===== src/inc/bsad_defines.svh =====
// Constants for the boot section address decode block
`ifndef BSAD_DEFINES_SVH
`define BSAD_DEFINES_SVH

// Field widths shared by both variants
`define BSAD_ADDR_W         13
`define BSAD_PAGE_W         7
`define BSAD_WORD_W         6
`define BSAD_PTR_W          16

// Page word field position (number of word bits)
`define BSAD_PAGE_LSB_4K    3'd5
`define BSAD_PAGE_LSB_8K    3'd6

// Last word of flash, where every boot section ends
`define BSAD_BOOT_END_4K    13'h0FFF
`define BSAD_BOOT_END_8K    13'h1FFF

// Boot reset address per boot size setting, 4K-word variant
`define BSAD_BOOT_4K_S3     13'h0F80
`define BSAD_BOOT_4K_S2     13'h0F00
`define BSAD_BOOT_4K_S1     13'h0E00
`define BSAD_BOOT_4K_S0     13'h0C00

// Boot reset address per boot size setting, 8K-word variant
`define BSAD_BOOT_8K_S3     13'h1F80
`define BSAD_BOOT_8K_S2     13'h1F00
`define BSAD_BOOT_8K_S1     13'h1E00
`define BSAD_BOOT_8K_S0     13'h1C00

// First word of the no-read-while-write region
`define BSAD_RWW_LIMIT_4K   13'h0C00
`define BSAD_RWW_LIMIT_8K   13'h1C00

// Smallest boot section in words, for setting 11
`define BSAD_BOOT_MIN_WORDS 11'h080

// Reset values
`define BSAD_RST_ADDR       13'h0000
`define BSAD_RST_SEL        2'h0

`endif


===== src/logic/bsad_unused_placeholder.sv =====
// Intentionally empty design unit kept out of the build
`timescale 1ns/10ps
`default_nettype none
`default_nettype wire


===== src/inc/bsad_pkg.sv =====
// Types for the boot section address decode block
`include "bsad_defines.svh"

package bsad_pkg;
    typedef logic [`BSAD_ADDR_W-1:0] bsad_addr_t;
    typedef logic [`BSAD_PAGE_W-1:0] bsad_page_t;
    typedef logic [`BSAD_WORD_W-1:0] bsad_word_t;
    typedef logic [`BSAD_PTR_W-1:0]  bsad_ptr_t;
    typedef logic [1:0]              bsad_sel_t;

    // Programming sequencer states
    typedef enum logic [1:0] {
        BSAD_IDLE,
        BSAD_PROG_RWW,
        BSAD_PROG_REGA
    } bsad_state_e;
endpackage


===== src/logic/bsad_top.sv =====
// Boot section decode, pointer mapping and read-while-write guard
`timescale 1ns/10ps
`default_nettype none
`include "bsad_defines.svh"

module bsad_top #(
    parameter bit BIG = 1'b0
) (
    // Clock and reset
    input  wire logic                 clk,
    input  wire logic                 rst_b,
    // Fuse setting
    input  wire bsad_pkg::bsad_sel_t  boot_size_sel,
    // CPU self-programming requests
    input  wire bsad_pkg::bsad_ptr_t  flash_pointer_reg,
    input  wire logic                 spm_erase,
    input  wire logic                 spm_write,
    input  wire logic                 spm_load,
    input  wire logic                 spm_rww_reenable,
    input  wire logic                 lpm_read,
    // CPU fetch and data reads of flash
    input  wire logic                 fetch_req,
    input  wire bsad_pkg::bsad_addr_t fetch_addr,
    // Flash array completion
    input  wire logic                 prog_done,
    // Section boundaries
    output bsad_pkg::bsad_addr_t      boot_reset_addr,
    output bsad_pkg::bsad_addr_t      boot_end_addr,
    output bsad_pkg::bsad_addr_t      app_end_addr,
    output logic [10:0]               boot_words,
    output logic [5:0]                boot_pages,
    // Flash array commands
    output logic                      erase_go,
    output logic                      write_go,
    output bsad_pkg::bsad_page_t      prog_page,
    output logic                      buf_word_we,
    output bsad_pkg::bsad_word_t      buf_word_idx,
    output bsad_pkg::bsad_addr_t      lpm_addr,
    output logic                      lpm_hi_byte,
    // Status toward the CPU
    output logic                      rww_busy_flag,
    output logic                      rww_access_blocked,
    output logic                      cpu_stall
);
    import bsad_pkg::*;

    // Fuse synchroniser; the fuse is static so two flops are only a guard
    bsad_sel_t   sel_meta;
    bsad_sel_t   sel_sync;
    // Decoder and mapper outputs
    bsad_addr_t  dec_start;
    bsad_addr_t  dec_end;
    bsad_addr_t  dec_app_end;
    logic [10:0] dec_words;
    logic [5:0]  dec_pages;
    bsad_addr_t  ptr_addr;
    bsad_page_t  ptr_page;
    bsad_word_t  ptr_word;
    logic        ptr_byte;
    // Sequencer
    bsad_state_e state;
    bsad_state_e next_state;
    logic        next_rww_busy_flag;
    logic        next_erase_go;
    logic        next_write_go;
    bsad_page_t  next_prog_page;
    logic        next_buf_word_we;
    bsad_word_t  next_buf_word_idx;
    bsad_addr_t  next_lpm_addr;
    logic        next_lpm_hi_byte;
    logic        next_rww_access_blocked;
    logic        start_op;
    logic        target_rww;

    // True when a word address falls in the read-while-write region
    function automatic logic in_rww(input bit big, input bsad_addr_t a);
        return a < (big ? `BSAD_RWW_LIMIT_8K : `BSAD_RWW_LIMIT_4K);
    endfunction

    // Variant fixed by BIG at build time
    bsad_boot_decode #(.BIG(BIG)) u_dec (
        .boot_size_sel (sel_sync),
        .boot_start    (dec_start),
        .boot_end      (dec_end),
        .app_end       (dec_app_end),
        .boot_words    (dec_words),
        .boot_pages    (dec_pages)
    );

    bsad_ptr_map #(.BIG(BIG)) u_ptr (
        .flash_pointer_reg (flash_pointer_reg),
        .word_addr         (ptr_addr),
        .page_number_field (ptr_page),
        .word_index_field  (ptr_word),
        .byte_sel          (ptr_byte)
    );

    // Two-flop fuse synchroniser
    always_ff @(posedge clk) begin
        if (!rst_b) begin
            sel_meta <= `BSAD_RST_SEL;
            sel_sync <= `BSAD_RST_SEL;
        end else begin
            sel_meta <= boot_size_sel;
            sel_sync <= sel_meta;
        end
    end

    // Boundaries are registered so they stand clean between fuse changes
    always_ff @(posedge clk) begin
        if (!rst_b) begin
            boot_reset_addr <= `BSAD_RST_ADDR;
            boot_end_addr   <= `BSAD_RST_ADDR;
            app_end_addr    <= `BSAD_RST_ADDR;
            boot_words      <= 11'h000;
            boot_pages      <= 6'h00;
        end else begin
            boot_reset_addr <= dec_start;
            boot_end_addr   <= dec_end;
            app_end_addr    <= dec_app_end;
            boot_words      <= dec_words;
            boot_pages      <= dec_pages;
        end
    end

    // Requests are taken only while idle; a request during programming is dropped
    assign start_op   = (state == BSAD_IDLE) && (spm_erase || spm_write);
    assign target_rww = in_rww(BIG, ptr_addr);
    assign cpu_stall  = (state == BSAD_PROG_REGA);

    // Sequencer next values
    always_comb begin
        next_state              = state;
        next_rww_busy_flag      = rww_busy_flag;
        next_erase_go           = 1'b0;
        next_write_go           = 1'b0;
        next_prog_page          = prog_page;
        next_buf_word_we        = 1'b0;
        next_buf_word_idx       = buf_word_idx;
        next_lpm_addr           = lpm_addr;
        next_lpm_hi_byte        = lpm_hi_byte;
        next_rww_access_blocked = fetch_req && rww_busy_flag && in_rww(BIG, fetch_addr);
        unique case (state)
            BSAD_IDLE: begin
                // Re-enable and buffer load both release the busy flag
                if (spm_rww_reenable || spm_load) begin
                    next_rww_busy_flag = 1'b0;
                end
                if (spm_load && !start_op) begin
                    next_buf_word_we  = 1'b1;
                    next_buf_word_idx = ptr_word;
                end
                // A new rww_region operation wins over a same-cycle release
                if (start_op) begin
                    next_erase_go  = spm_erase;
                    next_write_go  = spm_write && !spm_erase;
                    next_prog_page = ptr_page;
                    if (target_rww) begin
                        next_rww_busy_flag = 1'b1;
                        next_state         = BSAD_PROG_RWW;
                    end else begin
                        next_state = BSAD_PROG_REGA;
                    end
                end
            end
            BSAD_PROG_RWW, BSAD_PROG_REGA: begin
                if (prog_done) begin
                    next_state = BSAD_IDLE;
                end
            end
        endcase
        // Reads still decode while rww_region programs; blocking is flagged apart
        if (lpm_read) begin
            next_lpm_addr    = ptr_addr;
            next_lpm_hi_byte = ptr_byte;
        end
    end

    // Sequencer registers
    always_ff @(posedge clk) begin
        if (!rst_b) begin
            state              <= BSAD_IDLE;
            rww_busy_flag      <= 1'b0;
            erase_go           <= 1'b0;
            write_go           <= 1'b0;
            prog_page          <= 7'h00;
            buf_word_we        <= 1'b0;
            buf_word_idx       <= 6'h00;
            lpm_addr           <= `BSAD_RST_ADDR;
            lpm_hi_byte        <= 1'b0;
            rww_access_blocked <= 1'b0;
        end else begin
            state              <= next_state;
            rww_busy_flag      <= next_rww_busy_flag;
            erase_go           <= next_erase_go;
            write_go           <= next_write_go;
            prog_page          <= next_prog_page;
            buf_word_we        <= next_buf_word_we;
            buf_word_idx       <= next_buf_word_idx;
            lpm_addr           <= next_lpm_addr;
            lpm_hi_byte        <= next_lpm_hi_byte;
            rww_access_blocked <= next_rww_access_blocked;
        end
    end

    // Boot section runs from its start up to the last flash word
    property p_boot_span;
        @(posedge clk) disable iff (!rst_b)
        $past(rst_b) |-> (app_end_addr + 13'h0001 == boot_reset_addr)
            && (boot_end_addr == (BIG ? 13'h1FFF : 13'h0FFF));
    endproperty
    a_boot_span: assert property (p_boot_span)
        else $error("boot section span wrong");

    // Fuse 11 yields the smallest section at the top of flash
    property p_boot_start;
        @(posedge clk) disable iff (!rst_b)
        (sel_sync == 2'b11) ##1 (sel_sync == 2'b11)
            |-> boot_reset_addr == (BIG ? 13'h1F80 : 13'h0F80) && boot_words == 11'h080;
    endproperty
    a_boot_start: assert property (p_boot_start)
        else $error("boot start for setting 11 wrong");

    // Largest section starts where region_a starts
    property p_boot_big;
        @(posedge clk) disable iff (!rst_b)
        (sel_sync == 2'b00) ##1 (sel_sync == 2'b00)
            |-> boot_reset_addr == (BIG ? 13'h1C00 : 13'h0C00)
            && boot_pages == (BIG ? 6'd16 : 6'd32);
    endproperty
    a_boot_big: assert property (p_boot_big)
        else $error("boot start for setting 00 wrong");

    // Page and erase target latch from the pointer
    property p_page_target;
        @(posedge clk) disable iff (!rst_b)
        start_op |=> (erase_go || write_go)
            && prog_page == (BIG ? $past(flash_pointer_reg[13:7]) : $past(flash_pointer_reg[12:6]))
            ##1 !erase_go && !write_go;
    endproperty
    a_page_target: assert property (p_page_target)
        else $error("page target not taken from pointer");

    // Buffer word index follows the pointer
    property p_buf_load;
        @(posedge clk) disable iff (!rst_b)
        (spm_load && state == BSAD_IDLE && !start_op) |=> buf_word_we
            && buf_word_idx == (BIG ? $past(flash_pointer_reg[6:1]) : {1'b0, $past(flash_pointer_reg[5:1])});
    endproperty
    a_buf_load: assert property (p_buf_load)
        else $error("buffer word index wrong");

    // Read address drops pointer bit 0 and the unused upper bits
    property p_lpm_map;
        @(posedge clk) disable iff (!rst_b)
        lpm_read |=> lpm_hi_byte == $past(flash_pointer_reg[0])
            && lpm_addr == (BIG ? $past(flash_pointer_reg[13:1]) : {1'b0, $past(flash_pointer_reg[12:1])});
    endproperty
    a_lpm_map: assert property (p_lpm_map)
        else $error("read address or byte select wrong");

    // Programming into rww_region raises the busy flag until released
    property p_busy_set;
        @(posedge clk) disable iff (!rst_b)
        (start_op && target_rww) |=> rww_busy_flag && state == BSAD_PROG_RWW;
    endproperty
    a_busy_set: assert property (p_busy_set)
        else $error("busy flag not set for rww_region programming");

    // A fetch into a busy rww_region is blocked next cycle
    property p_block;
        @(posedge clk) disable iff (!rst_b)
        (fetch_req && rww_busy_flag && fetch_addr < (BIG ? 13'h1C00 : 13'h0C00)) |=> rww_access_blocked;
    endproperty
    a_block: assert property (p_block)
        else $error("rww_region access not blocked");

    // Programming region_a stalls the CPU and leaves the busy flag alone
    property p_stall;
        @(posedge clk) disable iff (!rst_b)
        (start_op && !target_rww) |=> cpu_stall && !$rose(rww_busy_flag);
    endproperty
    a_stall: assert property (p_stall)
        else $error("CPU not stalled for region_a programming");

    // The stall lasts until the array reports completion
    property p_stall_hold;
        @(posedge clk) disable iff (!rst_b)
        (cpu_stall && !prog_done) |=> cpu_stall;
    endproperty
    a_stall_hold: assert property (p_stall_hold)
        else $error("CPU stall released before programming finished");
endmodule

`default_nettype wire


===== src/logic/bsad_boot_decode.sv =====
// Boot size fuse decode into section boundaries
`timescale 1ns/10ps
`default_nettype none
`include "bsad_defines.svh"

module bsad_boot_decode #(
    parameter bit BIG = 1'b0
) (
    // Fuse setting
    input  wire bsad_pkg::bsad_sel_t  boot_size_sel,
    // Section boundaries
    output bsad_pkg::bsad_addr_t      boot_start,
    output bsad_pkg::bsad_addr_t      boot_end,
    output bsad_pkg::bsad_addr_t      app_end,
    output logic [10:0]               boot_words,
    output logic [5:0]                boot_pages
);
    import bsad_pkg::*;

    // Table lookup of the boot reset address
    function automatic bsad_addr_t boot_start_of(input bit big, input bsad_sel_t sel);
        bsad_addr_t a;
        a = `BSAD_RST_ADDR;
        unique case (sel)
            2'b11: a = big ? `BSAD_BOOT_8K_S3 : `BSAD_BOOT_4K_S3;
            2'b10: a = big ? `BSAD_BOOT_8K_S2 : `BSAD_BOOT_4K_S2;
            2'b01: a = big ? `BSAD_BOOT_8K_S1 : `BSAD_BOOT_4K_S1;
            2'b00: a = big ? `BSAD_BOOT_8K_S0 : `BSAD_BOOT_4K_S0;
        endcase
        return a;
    endfunction

    // Size doubles for each step the setting goes down
    always_comb begin
        boot_start = boot_start_of(BIG, boot_size_sel);
        boot_end   = BIG ? `BSAD_BOOT_END_8K : `BSAD_BOOT_END_4K;
        app_end    = boot_start - 13'h0001;
        boot_words = `BSAD_BOOT_MIN_WORDS << (~boot_size_sel);
        boot_pages = 6'(boot_words >> (BIG ? `BSAD_PAGE_LSB_8K : `BSAD_PAGE_LSB_4K));
    end
endmodule

`default_nettype wire


===== src/logic/bsad_ptr_map.sv =====
// Flash pointer split into page, word and byte fields
`timescale 1ns/10ps
`default_nettype none

module bsad_ptr_map #(
    parameter bit BIG = 1'b0
) (
    // Pointer from the CPU
    input  wire bsad_pkg::bsad_ptr_t  flash_pointer_reg,
    // Decoded fields
    output bsad_pkg::bsad_addr_t      word_addr,
    output bsad_pkg::bsad_page_t      page_number_field,
    output bsad_pkg::bsad_word_t      word_index_field,
    output logic                      byte_sel
);
    import bsad_pkg::*;

    // Pointer bit n+1 carries word address bit n; upper pointer bits dropped
    always_comb begin
        if (BIG) begin
            word_addr         = flash_pointer_reg[13:1];
            page_number_field = flash_pointer_reg[13:7];
            word_index_field  = flash_pointer_reg[6:1];
        end else begin
            word_addr         = {1'b0, flash_pointer_reg[12:1]};
            page_number_field = flash_pointer_reg[12:6];
            word_index_field  = {1'b0, flash_pointer_reg[5:1]};
        end
        byte_sel = flash_pointer_reg[0];
    end
endmodule

`default_nettype wire


===== config.mk =====
export PLATFORM = sky130hd
export DESIGN_NAME = bsad_top
export DESIGN_NICKNAME = d
export VERILOG_FILES = /design/src/logic/bsad_unused_placeholder.sv /design/src/inc/bsad_pkg.sv /design/src/logic/bsad_top.sv /design/src/logic/bsad_boot_decode.sv /design/src/logic/bsad_ptr_map.sv
export VERILOG_INCLUDE_DIRS = /design/src /design/src/inc
export SDC_FILE = /design/constraint.sdc
export NUM_CORES = 1
export LEC_CHECK = 0
export BUFFER_PORTS_ARGS = -buffer_cell sky130_fd_sc_hd__buf_2
export CORE_MARGIN = 2
export CORE_UTILIZATION = 35
export DETAILED_ROUTE_END_ITERATION = 6
export GPL_TIMING_DRIVEN = 0
export PLACE_DENSITY = 0.79
export SYNTH_ARGS = -nofsm -noshare
export SYNTH_HDL_FRONTEND = slang
export SYNTH_SLANG_ARGS = --single-unit

===== constraint.sdc =====
create_clock -name clk -period 3.1 [get_ports clk]
set_clock_uncertainty 0.2 [all_clocks]
set_input_delay 0.465 -clock clk [delete_from_list [all_inputs] [get_ports clk]]
set_output_delay 0.465 -clock clk [all_outputs]
set_load 0.02 [all_outputs]

==> run summary, run 1 <==
The synthesized netlist devotes 0% of its cell area to XOR and XNOR gates. The area growth from synthesis to final layout came out at 37.2%. The count of routing violations after the opening detailed-route iteration was 49. In this run the critical register-to-register path is captured at state[0]. The total number of placement rows was 28; the depth of the CTS H-tree was 2.

The top cell type by area accounts for 46.3% of the synthesized area. The largest total area in the synthesized netlist belongs to sky130_fd_sc_hd__dfxtp_1. In the synthesized netlist, mux cells make up 9.65% of the area. Pin placement for this block handled 129 I/O pins. The detailed-route wire length per cell works out to 10.5 um. After routing, the total negative slack on setup checks comes to 0 ns.

The logs give 35.7% for the starting density of the core and 199 for the count of mapped cells out of synthesis. For hold timing, the worst endpoint is rww_access_blocked. The tools report the antenna diode count as 0. After synthesis the cells add up to 2070 um^2. The internal reg-to-reg setup slack was 1.56 ns; the met3 track demand over resource was 4.00%.

For this run, the number of Yosys warnings is 0. After synthesis, the largest family of logic cells by area is buffers and inverters. The cell count of the worst reg-to-reg path is 5, and the number of antenna-violating nets in the routed design is 0. The portion of the post-synthesis area used by sequential elements is 46.3%, and the data arrival time of the critical path is 1.16 ns. The number of nets in the final layout was 361; the via count of the first global-routing pass was 1,360. Counting instances, the worst hold path has a depth of 2. The logs give 0.272 mV for the maximum vdd ir drop and 1,574 for the number of vias in the routed layout. For the placeable core region, the log shows 5820 um^2.

The run finished with clean final reports. Yosys attributes the largest share of cell area to sky130_fd_sc_hd__dfxtp_1 46%, sky130_fd_sc_hd__buf_4 17%, sky130_fd_sc_hd__mux2i_1 9.7%. Minimum clock period: 1.82 ns. The busiest layer in global routing is met2. The number of synthesized register bits was 48. The maximum clock path buffer count is 2.

Measured along the x axis, the die boundary spans 81.0 um. Type of element launching the critical path: a flop. The count of pins over their slew limit is 0.

Of the total synthesized cell area, the portion taken by AND, OR, NAND and NOR gates is 16.8%. Counting the fill cells in the layout gives 561. Leaving out fill and tap cells, the most frequent cell in the layout is sky130_fd_sc_hd__buf_2. For the cts-stage hold buffer count, the log shows 0. Summing all multi-input logic gate instances after layout gives 778 um^2. The average cell area after synthesis works out to 10.4 um^2. The kind of critical path was flop to output port. For this design the static power due to leakage is 1.52 nW. Post-CTS timing repair inserted 0 buffers for setup. The length of the first detailed-routing pass in iterations came out at 4. The clock net in this run drives a total of 48 sinks. Prior to clock tree synthesis, the placed netlist has a worst setup slack of 1.53 ns.

The detailed-route DRC error count was 0. Routability-driven placement finished with a final weighted congestion of 0.736. Leaving out fill and tap cells, the most frequent cells in the layout are 96 x sky130_fd_sc_hd__buf_2, 48 x sky130_fd_sc_hd__buf_4, 48 x sky130_fd_sc_hd__dfxtp_1. Number of vias per cell after detailed routing: 3.98. In this run the clock root is driven by a sky130_fd_sc_hd__clkbuf_8.

The critical path required time is 2.43 ns. Setup repair after global routing left no endpoint under its margin. In this run the critical register-to-register path is launched from state[0]. For the global-route wire length before repair, the log shows 6350 um. The tightest hold path in the finished design has a slack of 0.134 ns. In this run the power density over the cells is 536 nW/um^2. Across the run, the number of max-cap violations was 0. Global routing used 14.5% of the available met1 tracks. Capturing element type of the critical path: an output port. The share of cells above drive strength 1 works out to 52.5%. The tools report the pin count of the biggest net entering global routing as 17. After global routing the overflow that remains totals 0. Measured on the finished design, the core utilization comes to 48.9%. The highest clock rate is 549 MHz. The share of the synthesized area in compound gates (AO/OA/AOI/OAI) was 6.03%.

Setup violations remaining at the end of the flow were counted as 0. The run gives 0 as the initial antenna violation count. TritonCTS created 5 clock buffers. The count of endpoints failing hold in the final timing report came out at 0. Summed over all nets, the half-perimeter wirelength after detailed placement is 3230 um.

TritonCTS built the clock tree. Along the worst path, the maximum fanout reaches 12. The die is 81.0 um tall. The met2 routing resource usage after global routing came out at 21.9%.

The class of the tightest hold or removal check is input port to flop. The final setup slack of the worst path is 1.28 ns. Of the total synthesized cell area, the portion taken by full adders, half adders and majority gates is 1.21%. The clock latency at the later pin of the worst-skew pair is 0.29 ns, and the clock slew seen by the registers of the worst setup and hold paths is 0.08 ns.

Gates resized during post-CTS repair numbered 0. For the die footprint, the log shows 6560 um^2. The area taken by flip-flops and latches came out at 961 um^2. The start point of the worst min-delay path is fetch_addr[11]. Number of different library cells in the post-synthesis netlist: 31. Global routing used 12.4% of the available tracks. The routed design has 4150 um of wire. The count of buffers from port buffering was 93.

The share of the clock period used by the worst path after layout came out at 58.8%.
flip-flops by register name (all words and copies together), names as in the netlist, 2 cells and up:
| name | count |
|---|---|
| app_end_addr | 3 |
| boot_reset_addr | 4 |
| boot_words | 4 |
| buf_word_idx | 5 |
| lpm_addr | 12 |
| prog_page | 7 |
| sel_meta | 2 |
| sel_sync | 2 |
| state | 2 |
worst max path at each step:
stage | startpoint | end | slack [ns] | depth (start not counted)
floorplan | boot_end_addr[10] | boot_end_addr[10] | 1.64 | 1
global placement | spm_write | prog_page[5] | 1.53 | 4
detailed placement | spm_write | prog_page[2] | 1.53 | 4
CTS | boot_end_addr[10] | boot_end_addr[2] | 1.24 | 2
global route | boot_end_addr[10] | boot_end_addr[4] | 1.16 | 2
finish | boot_end_addr[10] | boot_end_addr[5] | 1.28 | 2
critical path: stages, from the launching register on:
cell and delay (ns):
sky130_fd_sc_hd__dfxtp_1 0.55, sky130_fd_sc_hd__buf_4 0.17, sky130_fd_sc_hd__buf_2 0.15
cells by family after synthesis:
| family | after synthesis |
|---|---|
| fa+ha+maj | 2 |
| other cells | 1 |
| buf+inv | 58 |
| mux | 20 |
| compound gates | 16 |
| flops | 48 |
| simple gates | 54 |
per-stage QoR:
| stage | power [mW] | cells | area [um^2] |
|---|---|---|---|
| 2_1_floorplan | 0.915 | 219 | 2150 |
| 3_3_place_gp | 1.00 | 387 | 2710 |
| 3_5_place_dp | 1.01 | 387 | 2710 |
| 4_1_cts | 1.55 | 395 | 2850 |
| 5_1_grt | 1.60 | 395 | 2850 |
| 6_report | 1.53 | 395 | 2850 |
final cells by class:
| class | count | area share (%) |
|---|---|---|
| plain buffers | 54 | 13.9 |
| clock buffers | 5 | 2.42 |
| clock inverters | 3 | 2.42 |
| inverters | 4 | 0.527 |
| multi-input cells | 113 | 27.3 |
| flip-flops and latches | 48 | 33.8 |
| well taps | 75 | 3.30 |
| repair buffers | 93 | 16.4 |
cell usage after synthesis (all sizes together):
master and n:
o21ai 7, dfxtp 48, inv 4, nand3 6
and4bb 1, and2 6, nand2 10, nor3b 2
o22ai 2, buf 52, and3 4, or2 1
o21a 2, ha 2, a21oi 2, and4b 1
a21boi 3, nand4b 1, nand2b 1, clkbuf 2
nor2b 21, mux2i 20, conb 1
routing by layer:
layer	part of all wire [%]	wire length [um]	vias up
met3	12	494	4
li1	-	-	821
met5	0	0	-
met1	42	1720	661
met4	0.75	31	0
met2	46	1890	88
power breakdown:
group	internal, mW	switching [mW]
clock	0.325	0.212
sequential	0.655	0.0213
combinational	0.135	0.177
(Power assumes the default switching activity.)
==> inputs of run 2 (changes only) <==
--- a/config.mk
+++ b/config.mk
@@ -6,12 +6,13 @@
 export SDC_FILE = /design/constraint.sdc
 export NUM_CORES = 1
 export LEC_CHECK = 0
+export ABC_AREA = 1
 export BUFFER_PORTS_ARGS = -buffer_cell sky130_fd_sc_hd__buf_2
 export CORE_MARGIN = 2
 export CORE_UTILIZATION = 35
 export DETAILED_ROUTE_END_ITERATION = 6
 export GPL_TIMING_DRIVEN = 0
-export PLACE_DENSITY = 0.79
+export PLACE_DENSITY = 0.8
 export SYNTH_ARGS = -nofsm -noshare
 export SYNTH_HDL_FRONTEND = slang
 export SYNTH_SLANG_ARGS = --single-unit
==> constraint.sdc (replaced) <==
create_clock -name clk -period 1.9 [get_ports clk]
set_clock_uncertainty 0.2 [all_clocks]
set_input_delay 0.285 -clock clk [delete_from_list [all_inputs] [get_ports clk]]
set_output_delay 0.285 -clock clk [all_outputs]
set_load 0.02 [all_outputs]
==> run 2 against run 1 <==
Compared with the run above:
- non-clock buffer count rose by 4
- sequential power rose by 64%
- utilization rose by 1.4 points
- highest routed layer unchanged
- largest power group unchanged
- final cell count rose by 9.4%
- critical path type unchanged
==> run summary, run 2 <==
The run finished with clean final reports. IR analysis of the VDD net gives a maximum drop of 0.499 mV. The biggest area contributor in the post-synthesis netlist is sky130_fd_sc_hd__dfxtp_1. In this run, the number of DRC markers left after iteration 0 of detailed routing was 45.

In the final routed layout, each cell accounts on average for 10.4 um. The synthesized design contains 0 enable-type register cells. The first global-routing pass estimated 7140 um of wire. The die is 78.5 um wide. The tools report the root cell of the clock tree as sky130_fd_sc_hd__clkbuf_8. The final layout contains 401 nets. The worst setup path is launched from a flop. The largest fanout on the critical path is 12. The weighted congestion reported at the end of routability-driven placement is 0.712. The total global routing track utilization is 14.6%. The pin count of the biggest net entering global routing is 16. The combined area of the multi-input logic cells was 614 um^2. Summing all flip-flop and latch instances after layout gives 961 um^2. Dividing the detail-routed via count by the number of cells gives 4.12.

By area the synthesized netlist is led by sky130_fd_sc_hd__dfxtp_1 49%, sky130_fd_sc_hd__buf_4 18%, sky130_fd_sc_hd__nor2_1 9.1%. The tools report the met2 routing resource usage after global routing as 26.2%. The clock latency at the later pin of the worst-skew pair was 0.30 ns; the length of the first detailed-routing pass in iterations was 4.

For the initial antenna violation count, the log shows 0. Counting the fill cells in the layout gives 547. In the finished design, the share of the clock period the worst path needs comes to 85.7%. For this design, the sink count on the clock tree is 48.

Among all flip-flop cells after synthesis, the most frequent one is sky130_fd_sc_hd__dfxtp_1. The tools report the worst slack after detailed placement as 0.382 ns. During synthesis, Yosys emitted a total of 0 warnings. Once the clock tree was built, the setup fixing pass inserted 0 buffers.

The tools report the post-synthesis instance area as 1940 um^2. Average cell area after synthesis: 8.30 um^2. The HPWL after detailed placement came out at 3580 um. The area growth from synthesis to final layout is 41.0%. The tightest hold path in the finished design has a slack of 0.0305 ns. After synthesis, the largest area contributor takes up 49.5% of total cell area. Synthesis inferred 48 register bits. The run gives 0 as the total of endpoints with negative setup slack in the final report.

The tools report the antenna diode count as 0. For this configuration, the core starts out at a cell density of 35.7%. TritonCTS built the clock tree.

The clock passes through at most 2 buffers. The data arrival time of the critical path is 1.14 ns. The detailed-route DRC error count was 0.

For the aggregate routed wire length, the log shows 4500 um. The most common cell in the netlist was sky130_fd_sc_hd__dfxtp_1. The region available for standard cell placement spans 5440 um^2. The total number of placement rows came out at 27. Busiest layer in global routing: met2.

The post-route netlist has 44.4% of its cells at a drive strength greater than 1. In the layout the commonest cells are 98 x sky130_fd_sc_hd__buf_2, 48 x sky130_fd_sc_hd__dfxtp_1, 47 x sky130_fd_sc_hd__nor2_1, 47 x sky130_fd_sc_hd__buf_4. The tools report the capturing element type of the critical path as an output port. Via count of the first global-routing pass: 1,607. The logs give 20 for the number of different library cells in the post-synthesis netlist and 6160 um^2 for the die footprint.

Post-cts resize count: 0. The minimum clock period is 1.63 ns. For this run, global-route usage on met3 was measured as 3.45%. Vertical extent of the die: 78.5 um.

The depth of the CTS H-tree was 2. The register with the most flip-flops in the layout has 12 of them. The commonest cells after synthesis are 48 x sky130_fd_sc_hd__dfxtp_1, 47 x sky130_fd_sc_hd__buf_4, 47 x sky130_fd_sc_hd__nor2_1.

Most common library cell in the layout ignoring fill and taps: sky130_fd_sc_hd__buf_2. For the cell count after placement, the log shows 420. The remaining global-route overflow was 0. The count of buffers from port buffering is 94.

For this run, the number of standard cells in the final layout without fillers is 432. The share of flip-flops with an asynchronous set or reset works out to 0%. The largest registers in the layout are lpm_addr: 12 flops, prog_page: 7 flops, buf_word_idx: 5 flops. Count of mapped cells out of synthesis: 234.

After layout, the worst setup slack is 0.271 ns. The number of vias in the routed layout is 1,781, and the post-route setup TNS is 0 ns. In this run the power density over the cells is 870 nW/um^2. The run gives 1.41 ns as the critical path required time. Largest register by flop count: lpm_addr. The clock slew seen by the registers of the worst setup and hold paths works out to 0.08 ns. Setup repair after global routing left no endpoint under its margin.

Highest clock rate: 614 MHz. The count of pins over their slew limit is 0. For this design, the CTS-stage hold fixing added 4 buffers. The worst setup path is of the flop to output port kind.

In this run the static leakage power is 1.52 nW. The count of endpoints failing hold in the final timing report is 0. TritonCTS created 5 clock buffers. The class of the tightest hold or removal check was input port to flop.

Number of primary I/O pins: 129. For met1 alone, demand over resource in global routing was 16.3%. Portion of the post-synthesis area used by sequential elements: 49.5%. The logs give 0 for the number of maximum-capacitance violations and 0 for the number of antenna-violating nets in the routed design.
==> run 2: cell count changes after synthesis, sizes merged, moves of 3 or more <==
cell	previous run	this run
a21boi	3	0
and3	4	0
nand4	0	5
nor2	0	48
inv	4	16
mux2i	20	0
nand2	10	20
nor2b	21	0
and2	6	0
a21oi	2	13
o21ai	7	22
==> run 2: stage by stage <==
step                      utilization [%]  power, mW  cell area, um^2
after floorplan                         -       1.48             2020
after detailed placement             47.4       1.64             2580
after CTS                            50.4       2.41             2740
final                                50.4       2.38             2740
after global routing                 50.4       2.50             2740
after global placement               47.4       1.63             2580
==> run 2: final timing paths <==
| kind | slack (ns) | start | cells after the start | end |
|---|---|---|---|---|
| worst max-delay path | 0.27 | boot_end_addr[10] | 2 | boot_end_addr[6] |
| worst min-delay path | 0.03 | flash_pointer_reg[8] | 3 | lpm_addr[7] |
| worst max register to register | 0.36 | state[0] | 7 | prog_page[0] |
| worst min register to register | 0.23 | sel_meta[0] | 2 | sel_sync[0] |
==> run 2: layout make-up <==
type / instances / share of cell area [%]
buffer: 53 / 13.9
clock buffer: 6 / 3.02
clock inverter: 2 / 1.42
inverter: 16 / 2.19
multi-input combinational: 137 / 22.4
sequential: 48 / 35.1
tap: 72 / 3.29
timing repair buffer: 98 / 18.6
==> run 2: per-layer routing <==
metal	part of all wire [%]	wire length [um]
met1	42	1890
met2	50	2260
met3	5.8	261
met4	2.1	94
met5	0	0
==> run 2: critical path: stages (launching register included) <==
cell	delay (ns)
sky130_fd_sc_hd__dfxtp_1	0.53
sky130_fd_sc_hd__buf_4	0.17
sky130_fd_sc_hd__buf_2	0.15
==> run 2: kinds of logic (layout without fill, tap and decap cells) <==
kind of cell	Yosys count	in the layout	share of synthesized area, %
other	1	21	0.193
AO/OA/AOI/OAI	35	35	9.21
adder cells (fa/ha/maj)	2	2	1.29
AND/OR/NAND/NOR	79	79	17.1
flip-flops	48	48	49.5
buffers and inverters	69	175	22.7
==> run 2: power by group <==
group,internal [mW],switching (mW),total [mW]
logic,0.196,0.314,0.511
clock network,0.430,0.331,0.761
registers,1.07,0.0375,1.11
==> inputs of run 3 (changes only) <==
--- a/config.mk
+++ b/config.mk
@@ -6,13 +6,12 @@
 export SDC_FILE = /design/constraint.sdc
 export NUM_CORES = 1
 export LEC_CHECK = 0
-export ABC_AREA = 1
 export BUFFER_PORTS_ARGS = -buffer_cell sky130_fd_sc_hd__buf_2
 export CORE_MARGIN = 2
 export CORE_UTILIZATION = 35
 export DETAILED_ROUTE_END_ITERATION = 6
 export GPL_TIMING_DRIVEN = 0
-export PLACE_DENSITY = 0.8
+export PLACE_DENSITY = 0.79
 export SYNTH_ARGS = -nofsm -noshare
 export SYNTH_HDL_FRONTEND = slang
 export SYNTH_SLANG_ARGS = --single-unit
==> run 3 against run 2 <==
Compared with the run above:
- clock power is 15% higher
- total power up 4.7%
- setup slack got worse by 0.011 ns
- final cell count is 7.6% lower
- wire length fell by 6.8%
- hold slack got worse by 0.017 ns
- global-route usage is 2.1 points lower
- utilization decreased by 0.72 points
- register-to-register slack barely moved
- fmax is 0.69% lower
- cell area increased by 5.4%
- highest routed layer unchanged
==> run summary, run 3 (synthesis gave the netlist of run 1 again) <==
The number of gates resized after CTS was 0. The total global routing track utilization is 12.5%. Of the available clock period, the critical path in the final layout requires 86.3%. Detailed placement ended at an HPWL of 3230 um. For the finished layout, the period the worst path requires is 1.64 ns. Wires add up to 4190 um. The clock passes through at most 2 buffers. The final-layout fill cell count was 558. The number of vias in the routed layout was 1,585; the count of endpoints failing hold in the final timing report was 0. The remaining global-route overflow is 0, and the initial antenna violation count is 0. Cells fill 49.6% of the core in the end. Final hold analysis gives a worst-case slack of 0.0136 ns. Measured along the x axis, the die boundary spans 81.0 um. The congestion estimate from routability-driven global placement came to 0.736. The run gives 17 as the pin count of the biggest net entering global routing. The run gives 5820 um^2 as the placeable core region. The root cell of the clock tree is sky130_fd_sc_hd__clkbuf_8. The detailed router finished its first iteration with 54 violations. Traced cell by cell, the critical path runs through buf_4 > buf_2. The tools report the global-route wire length before repair as 6410 um. The floorplan step defined a die boundary enclosing 6560 um^2. The most common library cell in the layout ignoring fill and taps was sky130_fd_sc_hd__buf_2. The analysis attributes to cell leakage a power of 1.54 nW.

The largest single stage delay on the critical path is 0.55 ns. Total power for the finished layout comes to 2.50 mW. The register with the most flip-flops in the final layout is lpm_addr. For this run, design rule violations remaining after detail routing come to 0.

The critical path required time was 1.41 ns. Ratio of total power to cell area: 864 nW/um^2. TritonCTS created 5 clock buffers. The initial utilization of the core area, before any placement, comes to 35.7%.

The worst setup path is of the flop to output port kind. Hold path depth: 3. In the final layout, the share of cells above drive strength 1 is 51.9%. Port buffering added 93 buffers. The number of vias per cell after detailed routing was 3.97; the detailed-route wire length per cell was 10.5 um. After global routing, the most crowded layer is met2. 0 antenna diodes ended up in the layout. The largest registers in the layout are lpm_addr: 12 flops, prog_page: 7 flops, buf_word_idx: 5 flops.

The min-delay analysis places its worst path in the category input port to flop. The data arrival time of the critical path is 1.15 ns, and the combined area of the multi-input logic cells is 778 um^2. The run gives 0.445 mV as the maximum vdd ir drop.

The flow ran to the end, and the final reports show no timing, DRC or antenna violations. Largest fanout on the critical path: 12. The register with the most flip-flops in the layout has 12 of them. TritonCTS built the clock tree. Global routing consumed, on the met2 layer, 22.1% of the routing resources. After clock tree synthesis, the clock-pin slew on the worst setup and hold paths is 0.09 ns. The worst register-to-register path has a depth of 6.

Setup violations remaining at the end of the flow were counted as 0. Derived from the worst setup path, the maximum achievable clock frequency is 610 MHz. Setup repair after global routing left no endpoint under its margin.

The depth of the CTS H-tree is 2. The slowest cell on the critical path is sky130_fd_sc_hd__dfxtp_1. The clock latency at the later pin of the worst-skew pair was 0.29 ns; the number of nets in the final layout was 365. Compared with the post-synthesis result, the final layout area differs by 39.1%. Row generation in the floorplan step produced 28 rows. The first TritonRoute pass finished after 4 iterations. After routing, the total negative slack on setup checks comes to 0 ns.

For this design the top-level I/O count stands at 129. STA classifies the critical path endpoint as an output port. The logs give 48 for the count of clock tree sinks and 961 um^2 for the area taken by flip-flops and latches.

In the layout the commonest cells are 96 x sky130_fd_sc_hd__buf_2, 48 x sky130_fd_sc_hd__buf_4, 48 x sky130_fd_sc_hd__dfxtp_1. The type of element launching the critical path is a flop. The count of pins over their slew limit is 0. The logs give 0 for the number of antenna-violating nets in the routed design and 0 for the number of maximum-capacitance violations.

Global routing consumed, on the met3 layer, 4.00% of the routing resources. Via count of the first global-routing pass: 1,372. Measured along the y axis, the die boundary spans 81.0 um. For this run, global-route usage on met1 was measured as 14.7%.
-- run 3: final cells by class --
type                    count  share of cell area (%)
flip-flops and latches     48                    33.3
multi-input cells         113                    27.0
repair buffers             97                    17.5
plain buffers              54                    13.7
well taps                  75                    3.25
clock buffers               5                    2.38
clock inverters             3                    2.38
inverters                   4                   0.520
-- run 3: metrics by stage --
| step | instance area, um^2 | instances | worst slack (ns) |
|---|---|---|---|
| final | 2890 | 399 | 0.260 |
| after global routing | 2890 | 399 | 0.143 |
| after CTS | 2890 | 399 | 0.224 |
| after detailed placement | 2710 | 387 | 0.348 |
| after global placement | 2710 | 387 | 0.381 |
| after floorplan | 2150 | 219 | 0.489 |
-- run 3: routing by layer --
| layer | share of wire, % | up-vias |
|---|---|---|
| li1 | - | 829 |
| met1 | 42 | 668 |
| met2 | 46 | 84 |
| met3 | 12 | 4 |
| met4 | 0.74 | 0 |
| met5 | 0 | - |
-- run 3: worst max-delay path: cells and delay by family, from the launching register on --
family	cells	cell delay (ns)
flops	1	0.55
buf+inv	2	0.32
-- run 3: path summary, 6_finish.rpt --
path                              from          endpoint  slack [ns]
setup / recovery     boot_end_addr[10]  boot_end_addr[5]        0.26
hold / removal    flash_pointer_reg[1]   buf_word_idx[0]        0.01
setup reg to reg              state[0]   buf_word_idx[0]        0.37
hold reg to reg            sel_meta[0]       sel_sync[0]        0.24
-- run 3: report_power, final --
part           leakage [nW]  switching (mW)  internal (mW)
registers             0.396          0.0348           1.07
logic                  1.08           0.290          0.225
clock network        0.0687           0.346          0.530
-- run 3: repair_timing --
action                                 in CTS  in global routing
buffers inserted                            0                  0
setup endpoints to repair                   0                  0
hold buffers                                4                  0
endpoints found under the hold margin       3                  0
